--- config.mk ---
export PLATFORM = sky130hd
export DESIGN_NAME = djk_dual
export DESIGN_NICKNAME = d
export VERILOG_FILES = /design/src/djk_edge.v /design/src/djk_dual.v
export VERILOG_INCLUDE_DIRS = /design/src /design/src/src
export SDC_FILE = /design/constraint.sdc
export NUM_CORES = 1
export LEC_CHECK = 0
export BUFFER_PORTS_ARGS = -buffer_cell sky130_fd_sc_hd__buf_2
export CAP_MARGIN = 5
export CELL_PAD_IN_SITES_DETAIL_PLACEMENT = 1
export CELL_PAD_IN_SITES_GLOBAL_PLACEMENT = 2
export CORE_MARGIN = 3
export CORE_UTILIZATION = 22
export CTS_BUF_LIST = sky130_fd_sc_hd__clkbuf_2 sky130_fd_sc_hd__clkbuf_4 sky130_fd_sc_hd__clkbuf_8
export CTS_CLUSTER_SIZE = 24
export DETAILED_ROUTE_END_ITERATION = 8
export GPL_ROUTABILITY_DRIVEN = 0
export GPL_TIMING_DRIVEN = 0
export PLACE_DENSITY_LB_ADDON = 0.1
export SLEW_MARGIN = 10
export SYNTH_ARGS = -nofsm -noshare
export SYNTH_HDL_FRONTEND = slang
export SYNTH_SLANG_ARGS = --single-unit
export TNS_END_PERCENT = 10
--- constraint.sdc ---
create_clock -name core_clk -period 0.87 [get_ports core_clk]
set_input_delay 0.1305 -clock core_clk [delete_from_list [all_inputs] [get_ports core_clk]]
set_output_delay 0.1305 -clock core_clk [all_outputs]
set_load 0.01 [all_outputs]
--- src/djk_defs.vh ---
`ifndef DJK_DEFS_VH
`define DJK_DEFS_VH

// number of independent flip-flop slices
`define DJK_SLICES      2
// stored state and outputs after rst
`define DJK_STATE_RST   1'h0
`define DJK_TRUE_RST    1'h0
`define DJK_COMP_RST    1'h1
// edge detector history after rst
`define DJK_CLK_HIST_RST 1'h0

`endif

--- src/djk_edge.v ---
`timescale 1ns/10ps
`default_nettype none
`include "djk_defs.vh"

module djk_edge (
    // clock and reset
    input  wire core_clk,
    input  wire rst,
    // sampled pin and its rising edge
    input  wire pin,
    output wire rise
);

    reg prev;

    always @(posedge core_clk) begin
        if (rst) begin
            prev <= `DJK_CLK_HIST_RST;
        end else begin
            prev <= pin;
        end
    end

    // history starts low, so a pin already high at release counts as one edge
    assign rise = pin & ~prev;

endmodule
`default_nettype wire

--- src/djk_dual.v ---
`timescale 1ns/10ps
`default_nettype none
`include "djk_defs.vh"

module djk_dual (
    // clock and reset
    input  wire                      core_clk,
    input  wire                      rst,
    // per slice clock and data
    input  wire [`DJK_SLICES-1:0]    ff_clk,
    input  wire [`DJK_SLICES-1:0]    set_in,
    input  wire [`DJK_SLICES-1:0]    keep_n,
    // per slice asynchronous controls
    input  wire [`DJK_SLICES-1:0]    async_one_n,
    input  wire [`DJK_SLICES-1:0]    async_zero_n,
    // per slice outputs
    output reg  [`DJK_SLICES-1:0]    q,
    output reg  [`DJK_SLICES-1:0]    q_n
);

    // control modes; both low outranks either control alone
    localparam [1:0] CTL_RUN  = 2'h0;
    localparam [1:0] CTL_ONE  = 2'h1;
    localparam [1:0] CTL_ZERO = 2'h2;
    localparam [1:0] CTL_BOTH = 2'h3;

    function [1:0] ctl_mode;
        input one_n;
        input zero_n;
        begin
            case ({one_n, zero_n})
                2'h0: begin
                    ctl_mode = CTL_BOTH;
                end
                2'h1: begin
                    ctl_mode = CTL_ONE;
                end
                2'h2: begin
                    ctl_mode = CTL_ZERO;
                end
                default: begin
                    ctl_mode = CTL_RUN;
                end
            endcase
        end
    endfunction

    // j and the companion input, sampled together on an edge
    function next_state;
        input cur;
        input j;
        input kn;
        begin
            case ({j, kn})
                2'h0: begin
                    next_state = 1'h0;
                end
                2'h1: begin
                    next_state = cur;
                end
                2'h2: begin
                    next_state = ~cur;
                end
                default: begin
                    next_state = 1'h1;
                end
            endcase
        end
    endfunction

    // true output level in each control mode
    function true_level;
        input [1:0] mode;
        input       st;
        begin
            case (mode)
                CTL_RUN: begin
                    true_level = st;
                end
                CTL_ONE: begin
                    true_level = 1'h1;
                end
                CTL_ZERO: begin
                    true_level = 1'h0;
                end
                CTL_BOTH: begin
                    true_level = 1'h1;
                end
                default: begin
                    true_level = st;
                end
            endcase
        end
    endfunction

    // both outputs high while both controls are low, so not a plain inverse
    function comp_level;
        input [1:0] mode;
        input       st;
        begin
            case (mode)
                CTL_RUN: begin
                    comp_level = ~st;
                end
                CTL_ONE: begin
                    comp_level = 1'h0;
                end
                CTL_ZERO: begin
                    comp_level = 1'h1;
                end
                CTL_BOTH: begin
                    comp_level = 1'h1;
                end
                default: begin
                    comp_level = ~st;
                end
            endcase
        end
    endfunction

    // stored bit apart from the outputs, so the both-low pattern can end
    reg  [`DJK_SLICES-1:0] state;
    wire [`DJK_SLICES-1:0] rise;

    genvar i;

    generate
        // one slice per flip-flop; slices share only core_clk and rst
        for (i = 0; i < `DJK_SLICES; i = i + 1) begin : g_slice
            wire [1:0] mode;
            wire       loaded;
            reg        next_st;
            reg        next_q;
            reg        next_q_n;

            // a slice clock already high at release counts as one edge
            djk_edge u_edge (
                .core_clk (core_clk),
                .rst      (rst),
                .pin      (ff_clk[i]),
                .rise     (rise[i])
            );

            assign mode   = ctl_mode(async_one_n[i], async_zero_n[i]);
            assign loaded = next_state(state[i], set_in[i], keep_n[i]);

            // an edge seen while a control is low is dropped, not held over
            always @* begin
                next_st = state[i];
                case (mode)
                    CTL_RUN: begin
                        if (rise[i]) begin
                            next_st = loaded;
                        end
                    end
                    CTL_ONE: begin
                        next_st = 1'h1;
                    end
                    CTL_ZERO: begin
                        next_st = 1'h0;
                    end
                    CTL_BOTH: begin
                        // kept so a joint release falls back to it
                        next_st = state[i];
                    end
                    default: begin
                        next_st = state[i];
                    end
                endcase
            end

            // true output next value
            always @* begin
                next_q = true_level(mode, next_st);
            end

            // complement output next value
            always @* begin
                next_q_n = comp_level(mode, next_st);
            end

            // controls act one core_clk later; not truly asynchronous
            always @(posedge core_clk) begin
                if (rst) begin
                    state[i] <= `DJK_STATE_RST;
                end else begin
                    state[i] <= next_st;
                end
            end

            // true output, straight from its flip-flop
            always @(posedge core_clk) begin
                if (rst) begin
                    q[i] <= `DJK_TRUE_RST;
                end else begin
                    q[i] <= next_q;
                end
            end

            // complement output, straight from its flip-flop
            always @(posedge core_clk) begin
                if (rst) begin
                    q_n[i] <= `DJK_COMP_RST;
                end else begin
                    q_n[i] <= next_q_n;
                end
            end
        end
    endgenerate

endmodule
`default_nettype wire

# Yosys cells after proc, flatten, opt, wreduce, memory -nomap -nowiden
# Index checks and enable logic that the tools add are counted.
# classes
n_reduce_logical	10
muxes	12
bitwise_logic	8
n_eq_ne	14
# op_table
operator	n
one-hot mux 1 bit (3 select lines)	6
equality test 2 bit, second input constant	8
equality test 2 x 1 -> 1 bit, second input constant	6
zero test 2 bit	6
one-hot mux 2 bit (3 select lines)	2
one-hot mux 1 bit (4 select lines)	2
OR reduction 2 bit	4
NOT 1 bit	6
bitwise AND 1 bit	2
two-way mux 1 bit	2
# word_totals
reg_bits	8
output_inout_bits	4
elab_cells	52
input_bits	12

# Depth between registers and ports, before layout
# depth
word_depth	6
ltp_mapped	3
ltp_nobuf	3

# Hierarchy
# From an unflattened synthesis, not the netlist that was laid out.
# unflattened
hier_cells	28
hier_area_um2	315.3
# modules_own_cells
module	cells_per_inst	area_per_inst_um2	instances	seq_area_each_um2
djk_dual	22	220.2	1	120.1
djk_edge	3	47.5	2	20.0

# Worst setup path after synthesis
# No wires, ideal clock.
# synth_path
kind	flip-flop to flip-flop
start	register g_slice[0].u_edge.prev
end	register q_n[0]
t_required_ns	0.800
arrival_ns	0.792
path_slack_ns	0.008
setup_time_ns	0.070
path_stages_with_launch	4
period_less_slack_ns	0.862
path_buffers	0
path_cell_list	dfxtp_1 and3b_1 o2111ai_2 a21boi_1
# synth_via
elab_chain_len	6
# synth_rtl
element	line	text
start, declared	djk_edge.v:14	reg prev;
start signal, assigned	djk_edge.v:18	prev <= `DJK_CLK_HIST_RST;
start signal, assigned	djk_edge.v:20	prev <= pin;
NOT 1 bit	djk_edge.v:25	assign rise = pin & ~prev;
bitwise AND 1 bit	djk_edge.v:25	
two-way mux 1 bit	djk_dual.v:152	if (rise[i]) begin
one-hot mux 1 bit (4 select lines)	djk_dual.v:150	case (mode)
NOT 1 bit	-	
one-hot mux 1 bit (3 select lines)	djk_dual.v:101	case (mode)
end signal, assigned by index	djk_dual.v:203	q_n[i] <= `DJK_COMP_RST;
end signal, assigned by index	djk_dual.v:205	q_n[i] <= next_q_n;
end, declared	djk_dual.v:18	output reg [`DJK_SLICES-1:0] q_n
# No other way between the ends.
# A chain may end at the register's enable or synchronous reset.

# Worst setup path after layout
# Ends and elaborated chain as after synthesis.

==> impl_results.md <==
- Synth Area in Compound Gates: around a fifth
- TNS Setup: -0.267 ns
- Largest net degree at the start of global routing: 8
- Wirelength per Cell: 11.9 microns
- Row cnt: 12
- Yosys warns: 0
- Main combinational cell family by area after synthesis: simple AND/OR/NAND/NOR gates
- Gr ovfl total: 0
- Fin util: between 30% and 40%
- Synth Instances: 28
- PortBufs: 15
- Worst endpoint required time: 1.01 ns
- Peak supply drop: just over 0.6 mV
- Seq/Total Area, Yosys: 52.9%
- Htree depth: 1
- Initial Util: 25.2%
- Worst-path maximum fanout: 3
- Hold Fails Final Rpt: 0
- Drt initial violations: 5
- WP buf/inv: 0
- Max-slew violation count: 0
- Final Worst Setup Slack: -0.0708 ns
- Synthesized area per cell: 10.8 sq um
- Slew margin rel.: a little over four fifths
- Setup WS pre-CTS: -0.0833 ns
- Clock latency on the worst-skew pair: 0.25 ns
- Status: complete, but fails checks
- Drt drc: 0
- Gr usage total: 8.30%
- Initial antenna violation count: 0
- Fmax: ~1100 MHz
- Die width: 43.1 microns
- CP max-delay cell: dfxtp_2
- Post-layout nets: 60
- Worst Clk Skew: 0.00217 ns
- Vias: ~290
- Mux contribution to synthesized area: 0%
- Inst Count DP: 57
- Largest delay contributor family on the critical path: flip-flops
- Final setup viols: 6
- Layout area overhead: 40.1%
- FF-to-FF path depth: 3
- First-pass GRT wire length: 1150 microns
- Critical path arrival: 1.08 ns
- Max-cap check violation count: 0
- WL final: 713 microns
- Synth Area in Adders: 0%
- Hold path cells: 2
- Min cycle time layout: 0.941 ns
- Antenna cells: 0
- Synthesized cell area: 303 sq um
- Die area: 1860 sq um
- Failing checks: setup timing
- Cell Count, Final, Fillers Out: 60
- TritonCTS Buffers: 3
- Clock tree buffer depth: 2
- Hold WS: approximately 0.072 ns
- Die Height: 43.1 microns
- TritonCTS Sinks: 8
- Net count after synthesis: 40
- First-pass DRT Iterations: 4
- CP cell instances: and3b_1, o2111ai_2, a21boi_2
- Worst Path Class, Setup: reg2reg
- Unrepaired setup endpoints after global routing: true
- Flop2flop setup slack: -0.07 ns
- Post-Synth Simple-Gate Area: 24.4%
- Hold buffer count at CTS: 0
- Vias in the first global route: around 290
- Reg clk slew, reported paths: approximately 0.050 ns
- Root buf cell: clkbuf_4
- Worst slew pin tran: around 0.23 ns
- Filler cells: 159
- Final Cycle Share: 108%
- Reg2Reg Launch Point: g_slice[0].u_edge.prev
- CTS tree: yes
- Worst Setup Start Kind: register
- RR Endpoint: q_n[0]
- Num ports: 16
- Setup crit end: q_n[0]
- Worst hold path type: in2reg
- Leakage power: 0.000201 uW
- Core area: 1200 sq um
- Synth area leaders: dfxtp_1, o2111ai_2, nand4bb_1, and3b_1, nor2b_1
- CP max stage delay: ~0.31 ns
- Crit path depth: 3
- Post-synth top area share: 52.9%
- CP startpoint: g_slice[0].u_edge.prev
- Synth cell types: 13
- Endpoint type of the worst setup path: register
- Xor/xnor cell area share of the yosys netlist: 0%
- #FFs+latches synth: 8
- Final HPWL DP: 592 microns
- Leading area contributor after synthesis: dfxtp_1
- Post-DR vias/cell: 4.80
- Antenna-violating nets left: 0
- Layout cells sized above 1: 52.2%
- Power Density: 1840 nW/um^2
## Yosys cell counts (all sizes together)
cell and count:
or2 1, nand2 2, nand4bb 2, and3b 2, a21boi 1, nor2b 2, o21ai 2, dfxtp 8
nor2 2, a21oi 1, o2111ai 2, inv 2, o31a 1
## timing repair
item / in CTS / in global routing
setup endpoints to repair: 6 / 6
setup buffers: 0 / 0
gates resized for setup: 3 / 1
pin swaps: 2 / 3
## routing by layer
layer	GRT usage (%)	part of all wire, %	vias up
met3	5.51	8.6	0
met1	9.05	42	139
met5	0	0	-
met4	1.81	0	0
met2	13.3	50	10
li1	-	-	139
## state kept, by name, indices dropped and copies added (netlist names)
register,count
q,2
q_n,2
state,2
g_slice.u_edge.prev,2
## layout make-up
cell class              count  area, sq um  share of cell area, %
repair buffers             15         75.1                   17.7
clock buffers               3         22.5                   5.31
multi-input cells          18          139                   32.7
inverters                   2         7.51                   1.77
well taps                  14         17.5                   4.13
flip-flops and latches      8          163                   38.3
## per-stage QoR
stage          total power, uW  cell area, sq um
6_report                   782               424
2_1_floorplan              458               303
5_1_grt                    829               424
4_1_cts                    803               424
3_3_place_gp               508               395
3_5_place_dp               514               395
## worst min path at each step
stage / end / start / slack (ns)
after floorplan: g_slice[0].u_edge.prev / rst / 0.20
after global placement: q[0] / async_one_n[0] / 0.35
after detailed placement: q[0] / async_one_n[0] / 0.35
after CTS: q[0] / async_one_n[0] / 0.08
after global routing: q[0] / async_one_n[0] / 0.08
final: q[0] / async_one_n[0] / 0.07
## cell families (layout without fill, tap and decap cells)
kind of cell | Yosys count | after routing
buf+inv | 2 | 20
flops | 8 | 8
simple gates | 11 | 11
compound gates | 7 | 7
## power breakdown
group	internal, uW	total (uW)	leakage [uW]	switching, uW
registers	396	408	0.0000672	12.3
logic	52.9	101	0.000120	48.4
clock network	157	273	0.0000138	116
total	606	782	0.000201	177
## worst register-to-register path, stage by stage, from the launching register on
cell and delay [ns]:
dfxtp_2 0.31, and3b_1 0.21, o2111ai_2 0.13, a21boi_2 0.18
## cells in the final DEF (no fill, tap or decap)
| master | synthesis | final |
|---|---|---|
| o21ai_0 | 2 | 1 |
| nor2b_1 | 2 | 2 |
| o2111ai_2 | 2 | 2 |
| a21oi_1 | 1 | 1 |
| nand4bb_1 | 2 | 2 |
| clkbuf_4 | 0 | 3 |
| or2_2 | 1 | 1 |
| dfxtp_1 | 8 | 6 |
| o21ai_1 | 0 | 1 |
| a21boi_2 | 0 | 1 |
| buf_2 | 0 | 15 |
| dfxtp_2 | 0 | 2 |
| nand2_1 | 2 | 2 |
| inv_1 | 2 | 2 |
| nor2_1 | 2 | 2 |
| o31a_1 | 1 | 1 |
| and3b_1 | 2 | 2 |
Power figures use the tool's default switching activity.
